## config.mk

```make
export PLATFORM = sky130hd
export DESIGN_NAME = occ_console_ctrl
export DESIGN_NICKNAME = d
export VERILOG_FILES = /design/src/rtl/occ_pkg.sv /design/src/rtl/occ_console_ctrl.sv
export SDC_FILE = /design/constraint.sdc
export NUM_CORES = 1
export LEC_CHECK = 0
export BUFFER_PORTS_ARGS = -buffer_cell sky130_fd_sc_hd__buf_2
export CORE_MARGIN = 2
export CORE_UTILIZATION = 30
export CTS_CLUSTER_SIZE = 30
export DETAILED_ROUTE_END_ITERATION = 7
export PLACE_DENSITY = 0.58
export SYNTH_ARGS = -nofsm -noshare
export SYNTH_HDL_FRONTEND = slang
export SYNTH_SLANG_ARGS = --single-unit
export TNS_END_PERCENT = 5
```

## constraint.sdc

```tcl
create_clock -name sys_clk -period 1.85 [get_ports sys_clk]
set_input_delay 0.0925 -clock sys_clk [delete_from_list [all_inputs] [get_ports sys_clk]]
set_output_delay 0.0925 -clock sys_clk [all_outputs]
set_load 0.005 [all_outputs]
```

## src/rtl/occ_pkg.sv

```systemverilog
// package: constants and carriers for the operator console control block
package occ_pkg;
    // apb register byte offsets
    localparam logic [7:0] CTRL_OFS = 8'h00;
    localparam logic [7:0] STAT_OFS = 8'h04;
    localparam logic [7:0] CHK_OFS = 8'h08;
    localparam logic [7:0] ATTN_OFS = 8'h0c;
    localparam logic [7:0] KBD_OFS = 8'h10;
    localparam logic [7:0] IAR_OFS = 8'h14;
    localparam logic [7:0] LOADCNT_OFS = 8'h18;
    // ctrl field positions
    localparam int CTRL_IL1EN_BIT = 0;
    localparam int CTRL_KACK_BIT = 1;
    localparam int CTRL_STEPMODE_BIT = 2;
    localparam int CTRL_LDCARD_BIT = 3;
    // keyboard inquiry values
    localparam logic [7:0] INQ_DATA = 8'h11;
    localparam int FKEY_BIT = 3;
    localparam logic [7:0] INQ_STATUS = 8'h08;
    // reset values
    localparam logic [31:0] CTRL_RST = 32'h0000_0000;
    localparam logic [15:0] ADDR_ZERO = 16'h0000;
    // load record length in bytes, one sector
    localparam logic [15:0] SECTOR_BYTES = 16'h0100;
    // device classes for check and attention
    localparam int NCHK = 4;
    localparam int NATTN = 8;
    localparam logic [2:0] DEV_CRT = 3'h0;
    localparam logic [2:0] DEV_PRT = 3'h1;
    localparam logic [2:0] DEV_REC = 3'h2;
    localparam logic [2:0] DEV_KBD = 3'h3;
    localparam logic [2:0] DEV_SER = 3'h4;
    localparam logic [2:0] DEV_SCA = 3'h5;
    localparam logic [2:0] DEV_LCF = 3'h6;
    localparam logic [2:0] DEV_DSK = 3'h7;
    // load sequencer states
    typedef enum logic [3:0] {
        LD_IDLE = 4'b0001,
        LD_WAIT = 4'b0010,
        LD_READ = 4'b0100,
        LD_HOLD = 4'b1000
    } occ_load_e;
    // start io command carrier
    typedef struct packed {
        logic valid;
        logic [2:0] dev;
    } occ_sio_s;
    // sync comm adapter status carrier
    typedef struct packed {
        logic modemSetReadyInd;
        logic acuPowerOff;
        logic lineInUseInd;
        logic terminalReadyInd;
        logic externalLoopSwitch;
    } occ_sca_s;
endpackage

```

## src/rtl/occ_console_ctrl.sv

```systemverilog
// operator console control: inquiry, program load, start/stop, checks
//
// Contract
// - inquiry switch on latches keyboard data and status bytes like a key.
// - inquiry status has function-key bit 3; data is 0001 0001.
// - inquiry always latches; its interrupt is requested only while interrupt level one is enabled.
// - disk select picks removable or fixed disk, cylinder 0 sector 0.
// - program load resets all registers except keyboard data/status bytes and io enable, and zeroes instruction and data address.
// - load reads the record into storage starting at address zero.
// - on load switch release, execution starts at address zero.
// - drive one not ready lights attention; load completes when ready.
// - online punch mode puts recorder under program, its keyboard disabled.
// - offline mode lets the recorder run standalone.
// - start switch clears halt codes and resumes processing.
// - stop halts at end of operation, lights stop; io completes.
// - power-on partial reset blocks io starts until requested.
// - io check sets on listed attachment errors.
// - io check clears on system reset, check reset, or own start io.
// - one attention per device class, set on start io while not ready; ledger feeder bit sets on ledgerInsertReq.
// - serial channel attention when device absent or not ready.
// - adapter attention on modem, auto call, line, terminal, loop switch.
// - adapter step mode advances one phase per step or start press.
// - ledger feeder attention when a card must be inserted.
`timescale 1ns/1ps
module occ_console_ctrl (
    // clock and reset
    input wire logic sys_clk,
    input wire logic arst_n,
    // apb slave
    input wire logic psel,
    input wire logic penable,
    input wire logic pwrite,
    input wire logic [7:0] paddr,
    input wire logic [31:0] pwdata,
    output logic [31:0] prdata,
    output logic pready,
    output logic pslverr,
    // console switches (asynchronous)
    input wire logic inquirySw,
    input wire logic programLoadSw,
    input wire logic diskSelFixedSw,
    input wire logic cardRecorderSwitch,
    input wire logic recorderPunchSw,
    input wire logic startSw,
    input wire logic stopSw,
    input wire logic systemResetSw,
    input wire logic checkResetSw,
    input wire logic stepKeySw,
    // processor side, same clock
    input wire logic opDone,
    input wire occ_pkg::occ_sio_s start_io_command,
    input wire logic [7:0] devReady,
    input wire logic serialAttached,
    input wire occ_pkg::occ_sca_s scaStat,
    input wire logic ledgerInsertReq,
    input wire logic [3:0] chkErr,
    input wire logic diskRdValid,
    input wire logic [7:0] diskRdData,
    // outputs
    output logic haltCodeOn,
    output logic stopLight,
    output logic cpuRun,
    output logic ioEnable,
    output logic ioCheckLight,
    output logic ioAttnLight,
    output logic diskRdReq,
    output logic diskFixedSel,
    output logic memWe,
    output logic [15:0] memAddr,
    output logic [7:0] memData,
    output logic [15:0] iarOut,
    output logic kbdIntReq,
    output logic recorderProgCtl,
    output logic recorderKbdEn,
    output logic scaStep
);
    // two-flop synchronisers for all switch inputs
    localparam int NSW = 10;
    logic [NSW-1:0] swRaw, swMeta_r, swSync_r, swPrev_r;
    assign swRaw = {stepKeySw, checkResetSw, systemResetSw, stopSw, startSw,
        recorderPunchSw, cardRecorderSwitch, diskSelFixedSw, programLoadSw,
        inquirySw};
    always_ff @(posedge sys_clk or negedge arst_n) begin
        if (!arst_n) begin
            swMeta_r <= '0;
            swSync_r <= '0;
            swPrev_r <= '0;
        end else begin
            swMeta_r <= swRaw;
            swSync_r <= swMeta_r;
            swPrev_r <= swSync_r;
        end
    end
    // rising edges of synchronised switches
    wire [NSW-1:0] swRise = swSync_r & ~swPrev_r;
    wire inqRise = swRise[0];
    wire loadLvl = swSync_r[1];
    wire loadRise = swRise[1];
    wire loadFall = ~swSync_r[1] & swPrev_r[1];
    wire startRise = swRise[5];
    wire stopRise = swRise[6];
    wire sysRstRise = swRise[7];
    wire chkRstRise = swRise[8];
    wire stepRise = swRise[9];

    // apb decode
    logic [31:0] ctrl_r;
    wire apbWr = psel & penable & pwrite;
    wire hitCtrl = (paddr == occ_pkg::CTRL_OFS);
    wire hitStat = (paddr == occ_pkg::STAT_OFS);
    wire hitChk = (paddr == occ_pkg::CHK_OFS);
    wire hitAttn = (paddr == occ_pkg::ATTN_OFS);
    wire hitKbd = (paddr == occ_pkg::KBD_OFS);
    wire hitIar = (paddr == occ_pkg::IAR_OFS);
    wire hitCnt = (paddr == occ_pkg::LOADCNT_OFS);
    wire hitAny = hitCtrl | hitStat | hitChk | hitAttn | hitKbd | hitIar
        | hitCnt;
    wire ctrlWr = apbWr & hitCtrl;
    wire il1En = ctrl_r[occ_pkg::CTRL_IL1EN_BIT];
    wire kbdAck = ctrlWr & pwdata[occ_pkg::CTRL_KACK_BIT];
    wire stepMode = ctrl_r[occ_pkg::CTRL_STEPMODE_BIT];
    assign pready = 1'b1;
    assign pslverr = psel & penable & ~hitAny;

    // load sequencer
    occ_pkg::occ_load_e ldSt_r, ldSt_nxt;
    logic [15:0] ldCnt_r;
    logic diskFixed_r;
    wire drvReady = devReady[occ_pkg::DEV_DSK];
    wire ldDone = diskRdValid && (ldCnt_r == occ_pkg::SECTOR_BYTES - 16'h1);
    // loadReset stands for system-level reset of registers and indicators
    wire loadReset = loadRise;
    wire sysClr = sysRstRise | loadReset;
    always_comb begin
        ldSt_nxt = ldSt_r;
        case (ldSt_r)
            occ_pkg::LD_IDLE: begin
                if (loadRise) ldSt_nxt = occ_pkg::LD_WAIT;
            end
            occ_pkg::LD_WAIT: begin
                if (drvReady) ldSt_nxt = occ_pkg::LD_READ;
            end
            occ_pkg::LD_READ: begin
                if (ldDone) ldSt_nxt = occ_pkg::LD_HOLD;
            end
            occ_pkg::LD_HOLD: begin
                if (!loadLvl) ldSt_nxt = occ_pkg::LD_IDLE;
            end
            default: ldSt_nxt = occ_pkg::LD_IDLE;
        endcase
    end
    always_ff @(posedge sys_clk or negedge arst_n) begin
        if (!arst_n) begin
            ldSt_r <= occ_pkg::LD_IDLE;
        end else begin
            ldSt_r <= ldSt_nxt;
        end
    end
    // disk choice captured at load start
    always_ff @(posedge sys_clk or negedge arst_n) begin
        if (!arst_n) begin
            diskFixed_r <= 1'b0;
        end else if (loadRise) begin
            diskFixed_r <= swSync_r[2];
        end
    end
    // sector bytes go to storage from zero
    always_ff @(posedge sys_clk or negedge arst_n) begin
        if (!arst_n) begin
            ldCnt_r <= occ_pkg::ADDR_ZERO;
        end else if (loadRise) begin
            ldCnt_r <= occ_pkg::ADDR_ZERO;
        end else if (ldSt_r == occ_pkg::LD_READ && diskRdValid) begin
            ldCnt_r <= ldCnt_r + 16'h1;
        end
    end
    always_ff @(posedge sys_clk or negedge arst_n) begin
        if (!arst_n) begin
            memWe <= 1'b0;
            memAddr <= occ_pkg::ADDR_ZERO;
            memData <= 8'h00;
        end else begin
            memWe <= (ldSt_r == occ_pkg::LD_READ) && diskRdValid;
            memAddr <= ldCnt_r;
            memData <= diskRdData;
        end
    end
    assign diskRdReq = (ldSt_r == occ_pkg::LD_READ);
    assign diskFixedSel = diskFixed_r;

    // instruction address held at zero through load
    always_ff @(posedge sys_clk or negedge arst_n) begin
        if (!arst_n) begin
            iarOut <= occ_pkg::ADDR_ZERO;
        end else if (sysClr || ldSt_r != occ_pkg::LD_IDLE) begin
            iarOut <= occ_pkg::ADDR_ZERO;
        end else if (apbWr && hitIar) begin
            iarOut <= pwdata[15:0];
        end
    end

    logic halted_r, stopPend_r, halt_r;
    always_ff @(posedge sys_clk or negedge arst_n) begin
        if (!arst_n) begin
            stopPend_r <= 1'b0;
            halted_r <= 1'b1;
            halt_r <= 1'b0;
        end else begin
            stopPend_r <= (stopPend_r | stopRise) & ~startRise & ~halted_r;
            if (startRise || loadFall) begin
                halted_r <= 1'b0;
            end else if ((stopPend_r && opDone) || sysClr) begin
                halted_r <= 1'b1;
            end
            if (startRise || sysClr) begin
                halt_r <= 1'b0;
            end else if (apbWr && hitStat) begin
                halt_r <= pwdata[0];
            end
        end
    end
    assign haltCodeOn = halt_r;
    assign stopLight = halted_r;
    assign cpuRun = ~halted_r & (ldSt_r == occ_pkg::LD_IDLE);

    // power-on partial reset, io blocked until a start io
    logic ioEn_r;
    always_ff @(posedge sys_clk or negedge arst_n) begin
        if (!arst_n) begin
            ioEn_r <= 1'b0;
        end else if (start_io_command.valid) begin
            ioEn_r <= 1'b1;
        end
    end
    assign ioEnable = ioEn_r;

    logic kbdPend_r;
    logic [7:0] kbdData_r, kbdStat_r;
    always_ff @(posedge sys_clk or negedge arst_n) begin
        if (!arst_n) begin
            kbdPend_r <= 1'b0;
            kbdData_r <= 8'h00;
            kbdStat_r <= 8'h00;
        end else if (inqRise) begin
            // inquiry codes; set wins over ack
            kbdPend_r <= 1'b1;
            kbdData_r <= occ_pkg::INQ_DATA;
            kbdStat_r <= occ_pkg::INQ_STATUS;
        end else if (kbdAck || sysClr) begin
            kbdPend_r <= 1'b0;
        end
    end
    assign kbdIntReq = kbdPend_r & il1En;

    wire recOnline = swSync_r[3];
    assign recorderProgCtl = recOnline & swSync_r[4];
    assign recorderKbdEn = ~recorderProgCtl;

    // adapter step pulse in step mode
    assign scaStep = stepMode & (stepRise | startRise);

    logic [occ_pkg::NCHK-1:0] chk_r;
    wire chkClrAll = sysClr | chkRstRise;
    genvar g;
    generate
        for (g = 0; g < occ_pkg::NCHK; g++) begin : gChk
            wire sioHit = start_io_command.valid && (start_io_command.dev == 3'(g));
            always_ff @(posedge sys_clk or negedge arst_n) begin
                if (!arst_n) begin
                    chk_r[g] <= 1'b0;
                end else if (chkErr[g]) begin
                    chk_r[g] <= 1'b1;
                end else if (chkClrAll || sioHit) begin
                    chk_r[g] <= 1'b0;
                end
            end
        end
    endgenerate
    assign ioCheckLight = |chk_r;

    wire scaBad = ~scaStat.modemSetReadyInd | scaStat.acuPowerOff
        | scaStat.lineInUseInd | ~scaStat.terminalReadyInd
        | scaStat.externalLoopSwitch;
    logic [occ_pkg::NATTN-1:0] notReady, attn_r;
    always_comb begin
        notReady = ~devReady;
        notReady[occ_pkg::DEV_SER] = ~devReady[occ_pkg::DEV_SER]
            | ~serialAttached;
        // adapter conditions, on top of plain not ready
        notReady[occ_pkg::DEV_SCA] = ~devReady[occ_pkg::DEV_SCA] | scaBad;
    end
    generate
        for (g = 0; g < occ_pkg::NATTN; g++) begin : gAttn
            wire sioHit = start_io_command.valid && (start_io_command.dev == 3'(g));
            wire setA;
            if (g == occ_pkg::DEV_LCF) begin : gL
                assign setA = ledgerInsertReq;
            end else if (g == occ_pkg::DEV_DSK) begin : gD
                assign setA = (sioHit & notReady[g])
                    | (ldSt_r == occ_pkg::LD_WAIT & ~drvReady);
            end else begin : gO
                assign setA = sioHit & notReady[g];
            end
            always_ff @(posedge sys_clk or negedge arst_n) begin
                if (!arst_n) begin
                    attn_r[g] <= 1'b0;
                end else if (setA) begin
                    attn_r[g] <= 1'b1;
                end else if (sysClr || (devReady[g] && !notReady[g])
                    || (sioHit && !notReady[g])) begin
                    attn_r[g] <= 1'b0;
                end
            end
        end
    endgenerate
    assign ioAttnLight = |attn_r;

    // ctrl register
    always_ff @(posedge sys_clk or negedge arst_n) begin
        if (!arst_n) begin
            ctrl_r <= occ_pkg::CTRL_RST;
        end else if (sysClr) begin
            ctrl_r <= occ_pkg::CTRL_RST;
        end else if (ctrlWr) begin
            ctrl_r <= pwdata & 32'h0000_000d;
        end
    end

    // read mux
    wire [31:0] statWord = {24'h0, diskFixed_r, recorderProgCtl,
        ldSt_r, kbdPend_r, halted_r};
    always_ff @(posedge sys_clk or negedge arst_n) begin
        if (!arst_n) begin
            prdata <= 32'h0000_0000;
        end else if (psel && !penable && !pwrite) begin
            if (hitCtrl) prdata <= ctrl_r;
            else if (hitStat) prdata <= statWord;
            else if (hitChk) prdata <= {28'h0, chk_r};
            else if (hitAttn) prdata <= {24'h0, attn_r};
            else if (hitKbd) prdata <= {16'h0, kbdStat_r, kbdData_r};
            else if (hitIar) prdata <= {16'h0, iarOut};
            else if (hitCnt) prdata <= {16'h0, ldCnt_r};
            else prdata <= 32'h0000_0000;
        end
    end

    // assertions
    property p_inq_codes;
        @(posedge sys_clk) disable iff (!arst_n)
        inqRise |=> kbdData_r == 8'h11 && kbdStat_r[3] && kbdPend_r;
    endproperty
    a_inq_codes: assert property (p_inq_codes) else $error("inquiry codes");
    property p_il1;
        @(posedge sys_clk) disable iff (!arst_n) !il1En |-> !kbdIntReq;
    endproperty
    a_il1: assert property (p_il1) else $error("inquiry without level one");
    property p_load_iar;
        @(posedge sys_clk) disable iff (!arst_n)
        ldSt_r == occ_pkg::LD_HOLD |=> iarOut == 16'h0000;
    endproperty
    a_load_iar: assert property (p_load_iar) else $error("iar not zero");
    property p_load_wait;
        @(posedge sys_clk) disable iff (!arst_n)
        ldSt_r == occ_pkg::LD_WAIT && !drvReady |=> attn_r[7];
    endproperty
    a_load_wait: assert property (p_load_wait) else $error("no disk attn");
    property p_start;
        @(posedge sys_clk) disable iff (!arst_n)
        startRise |=> !haltCodeOn && !stopLight;
    endproperty
    a_start: assert property (p_start) else $error("start ignored");
    property p_stop;
        @(posedge sys_clk) disable iff (!arst_n)
        stopPend_r && opDone && !startRise |=> stopLight;
    endproperty
    a_stop: assert property (p_stop) else $error("stop not taken");
    property p_chk;
        @(posedge sys_clk) disable iff (!arst_n)
        |chkErr |=> ioCheckLight;
    endproperty
    a_chk: assert property (p_chk) else $error("check not lit");
    property p_rec;
        @(posedge sys_clk) disable iff (!arst_n)
        recorderProgCtl |-> !recorderKbdEn;
    endproperty
    a_rec: assert property (p_rec) else $error("recorder keyboard on");
endmodule

```

; After elaboration in Yosys (flattened, before gate mapping)
; Cells that the tools add are included.
; Widths: inputs -> output; s select.
[totals]
regBits = 175
inputBits = 88
out_inout_bits = 87
word_cells = 243
[classes]
n_addsub = 1
n_eq_ne = 23
n_mux = 48
n_bitwise = 51
reduce_logical = 89
[ops]
columns = cell, n
row1 = $mux 16, 10
row2 = $mux 32, 3
row3 = $reduce_bool 2->1, 18
row4 = $logic_and 1x1->1, 31
row5 = $mux 1, 30
row6 = $logic_or 1x1->1, 25
row7 = $eq 8x5->1 const B, 3
row8 = $and 1x1->1, 20
row9 = $or 1x1->1, 17
row10 = $add 16x1->16 const B, 1
row11 = $eq 16x8->1 const B, 1
row12 = $eq 8x4->1 const B, 2
row13 = $mux 4, 4
row14 = $pmux 4 s4, 1
row15 = $eq 3x3->1 const B, 4
row16 = $not 1->1, 11
row17 = $and 10x10->10, 1
row18 = $logic_not 1->1, 10
row19 = $not 10->10, 1
row20 = $eq 8x3->1 const B, 1
row21 = $logic_not 8->1, 1
row22 = $not 8->8, 1
row23 = $reduce_or 8->1, 1
row24 = $eq 3x2->1 const B, 2
row25 = other kinds (11), 13

; Longest topological paths before layout
[logic_depth]
depth_word = 12
mapped_depth = 7
mapped_depth_nobuf = 5

; Least setup slack after synthesis
; OpenSTA, ideal clock, no wires.
[synth_timing]
path_type = register to register
from = register ldSt_r[3]
to = register ldCnt_r[15]
setup_time_ns = 0.078
arrival_ns = 1.890
required_ns = 1.772
path_slack_ns = -0.118
path_stages_with_launch = 6
n_path_buf = 1
period_less_slack_ns = 1.968
path_cell_list = dfrtp_1 buf_6 or4b_4 or2_4 or4_1 a21oi_1
[synth_via]
elab_chain_len = 3
[synth_lines]
columns = item, line
row1 = "start, declared", occ_console_ctrl.sv:126  ; occ_pkg::occ_load_e ldSt_r, ldSt_nxt;
row2 = "start signal, assigned", occ_console_ctrl.sv:154  ; ldSt_r <= occ_pkg::LD_IDLE;
row3 = "start signal, assigned", occ_console_ctrl.sv:156  ; ldSt_r <= ldSt_nxt;
row4 = $eq 4x3->1, occ_console_ctrl.sv:173  ; end else if (ldSt_r == occ_pkg::LD_READ && diskRdValid) begin
row5 = $logic_and 1x1->1, occ_console_ctrl.sv:173
row6 = $reduce_bool 2->1 (no line), --
row7 = "end signal, assigned", occ_console_ctrl.sv:170  ; ldCnt_r <= occ_pkg::ADDR_ZERO;
row8 = "end signal, assigned", occ_console_ctrl.sv:172  ; ldCnt_r <= occ_pkg::ADDR_ZERO;
row9 = "end signal, assigned", occ_console_ctrl.sv:174  ; ldCnt_r <= ldCnt_r + 16'h1;
row10 = "end, declared", occ_console_ctrl.sv:127  ; logic [15:0] ldCnt_r;
; No other way between the ends.
; A chain may end at the register's enable or synchronous reset.

; Final worst setup path
[layout_timing]
from = register ldSt_r[3]
to = register ldCnt_r[11]
; Same word-level chain as after synthesis.

==> run_results.csv <==
group,metric,value,unit
status,outcome,"complete, but fails checks",
status,violations,"setup timing",
setup_path,crit_path_max_fanout,5,
sta,finalHoldViolCount,0,
yosys,synth_area_leaders,"dfrtp_1 (59%), a22o_1 (2.7%), buf_4 (2.6%)",
power_and_ir_drop,p_per_area,881,nW/um^2
power_and_ir_drop,p_leak,3.69,nW
clock_tree,ctsRootBufferMaster,"clkbuf_16",
floorplanning,core_area,17200,sq um
yosys,yosysTopAreaCell,"dfrtp_1",
setup_path,path_class,"flip-flop to flip-flop",
global_route,antenna_found_initial,0,
yosys,seq_area_frac_synth,59.7,%
clock_tree,cts_buffer_depth,2,
place,dp_hpwl,11500,um
sta,fin_hold_ws,0.0304,ns
power_and_ir_drop,irDropWorstVdd,0.000719,V
routing,wl_per_cell,16.7,um
routing,antenna_left,0,
routing,viasPerCell,4.97,
yosys,ys.flop_type,"dfrtp_1",
finish,design_area,7670,sq um
yosys,synth_top_area_share,58.7,%
setup_path,cp-end-kind,"flip-flop",
place,place_inst,848,
routing,drt_iter0_drc,293,
sta,fin_crit,1.86,ns
setup_path,cp_data_arrival_time,2.21,ns
floorplanning,initial_core_util,30.6,%
floorplanning,io_pins,175,
clock_tree,worst_skew_pair.late_latency,0.42,ns
finish,final_util,44.5,%
yosys,synth-edff-count,0,
sta,finalSetupViolCount,1,
setup_path,crit_slowest_cell,"or4b_4",
setup_path,crit_path_cell_trace,"or4b_4, or2_4, or4_4, a21oi_2",
clock_tree,cts.clk_slew.worst_paths,0.06,ns
job,drv_cap,0,
finish,layout_common_cells,"buf_2 (140), dfrtp_1 (124), dlygate4sd3_1 (52), buf_4 (38), nand2_1 (36)",
sta,skew,0.00997,ns
finish,drive_gt1_share,34.7,%
yosys,ys_types,64,
routing,vias,4639,
floorplanning,die_area,18700,sq um
global_route,grt_overflow_total,0,
place,port_buffers,141,
setup_path,cp_slowest_stage_delay,0.56,ns
global_route,grt_pass1_wl,24300,um
finish,final_nets,785,
yosys,synthesis.area,5280,sq um
sta,rsz0062_at_grt,"yes",
sta,timing.final.ws_setup,-0.0114,ns
finish,final_cell_count_no_fill,934,
yosys,synthArstFlopShare,100,%
yosys,synth_area_per_cell,11.4,sq um
floorplanning,die_y,137,um
sta,max_clock_freq,0.537,GHz
yosys,ys_warn_count,0,
clock_tree,numCtsBuffers,17,
yosys,yosys_register_bits,126,
setup_path,startpoint_type,"flip-flop",
clock_tree,htree_levels,4,
finish,final_common_cell,"buf_2",
clock_tree,cts.sinks,126,
power_and_ir_drop,finalPower,6.75,mW
routing,routed_wl,15600,um
global_route,grt_use_total,17.4,%
hold_path,hp-class,"input pin to flip-flop",
place,place.gp.congestion,0.906,
clock_tree,cts_tree,"built",
yosys,syn_inst,462,
sta,final_max_slew_viol_count,0,
place,placed_cell_area,6470,sq um
global_route,grt_start_max_net_pins,37,
finish,antenna_cells,0,
global_route,grt_pass1_vias,4673,
routing,drc,0,
routing,dr.pass1.iters,4,
floorplanning,rows,48,
sta,tightest_slew,0.572,ns
finish,areaGrowthSynthToFinish,45.2,%
sta,maxSlewHeadroom,61.5,%
sta,fin_crit_sh,101,%
setup_path,required,2.20,ns
floorplanning,die_w,137,um
-- synthesized netlist by cell type (all sizes together), types with 4 or more instances --
library cell and count:
nand4 11, xor2 4, a22o 16, nor2b 9, nand3 19, a21oi 23, mux2i 7, o21ai 17
clkbuf 15, or4 6, nor4b 4, o31ai 6, buf 21, nor4 6, nand2 36, dfrtp 124
a32o 4, a22oi 8, and2 6, nor3 8, a31oi 6, a31o 5, nand3b 6, nor2 20
inv 14, and3 4
-- registers in the layout, summed over array words and instances (netlist names), 7 cells and up --
| name | count |
|---|---|
| iarOut | 16 |
| attn_r | 8 |
| ldCnt_r | 16 |
| swMeta_r | 10 |
| memData | 8 |
| swPrev_r | 7 |
| prdata | 16 |
| memAddr | 16 |
| swSync_r | 10 |
-- per-stage QoR --
stage                     setup WS, ns  TNS, ns
after floorplan                -0.0594   -0.213
after global placement         0.00754        0
after detailed placement       -0.0118  -0.0118
after CTS                      -0.0309  -0.0782
after global routing           -0.0508   -0.180
final                          -0.0114  -0.0114
-- worst paths after layout --
path,slack (ns),end,depth (start not counted),from
setup / recovery,-0.01,ldCnt_r[11]$_DFFE_PN0P_,4,ldSt_r[3]$_DFFE_PN0P_
hold / removal,0.03,attn_r[1]$_DFFE_PN0P_,3,start_io_command[0]
setup reg to reg,-0.01,ldCnt_r[11]$_DFFE_PN0P_,4,ldSt_r[3]$_DFFE_PN0P_
hold reg to reg,0.35,swSync_r[0]$_DFF_PN0_,0,swMeta_r[0]$_DFF_PN0_
max in group asynchronous,1.07,memAddr[6]$_DFF_PN0_,3,arst_n
min in group asynchronous,0.17,ioEnable$_DFFE_PN0P_,2,arst_n
-- power by group --
group | internal (mW) | switching, mW | total, mW
registers | 2.84 | 0.0553 | 2.90
clock network | 2.02 | 1.22 | 3.24
logic | 0.296 | 0.323 | 0.620
-- what timing repair did --
action / in CTS / in global routing
endpoints found under the setup margin: 21 / 12
hold endpoints to repair: 83 / 0
pin swaps: 0 / 5
hold buffers: 53 / 0
gates resized for setup: 3 / 18
buffers inserted: 0 / 1
-- cells by family after synthesis --
logic type / after synthesis / synth area share [%]
flops: 126 / 59.7
xor+xnor: 7 / 1.16
mux: 8 / 1.75
compound gates: 113 / 15.1
fa+ha+maj: 1 / 0.237
other cells: 2 / 0.142
buf+inv: 50 / 5.00
simple gates: 155 / 16.9
-- critical path: cells and delay by family (launching register included) --
| kind | cells | cell delay, ns |
|---|---|---|
| and+or+nand+nor | 3 | 1.27 |
| DFF | 1 | 0.38 |
| AOI/OAI and AO/OA | 1 | 0.14 |
-- layout make-up --
class,instances,area (sq um)
Clock inverter,13,141
Tap cell,225,282
Inverter,14,52.6
Timing Repair Buffer,236,1600
Fill cell,1629,9570
Clock buffer,19,443
Sequential cell,126,3160
Multi-Input combinational cell,301,2000
-- per-layer routing --
layer | share of wire, % | vias to the layer above | global-route usage (%)
met2 | 48 | 206 | 27.4
li1 | - | 2149 | -
met5 | 0 | - | 0
met1 | 41 | 2259 | 21.3
met4 | 1.9 | 0 | 7.58
met3 | 8.9 | 25 | 6.48
Power figures use the tool's default switching activity.
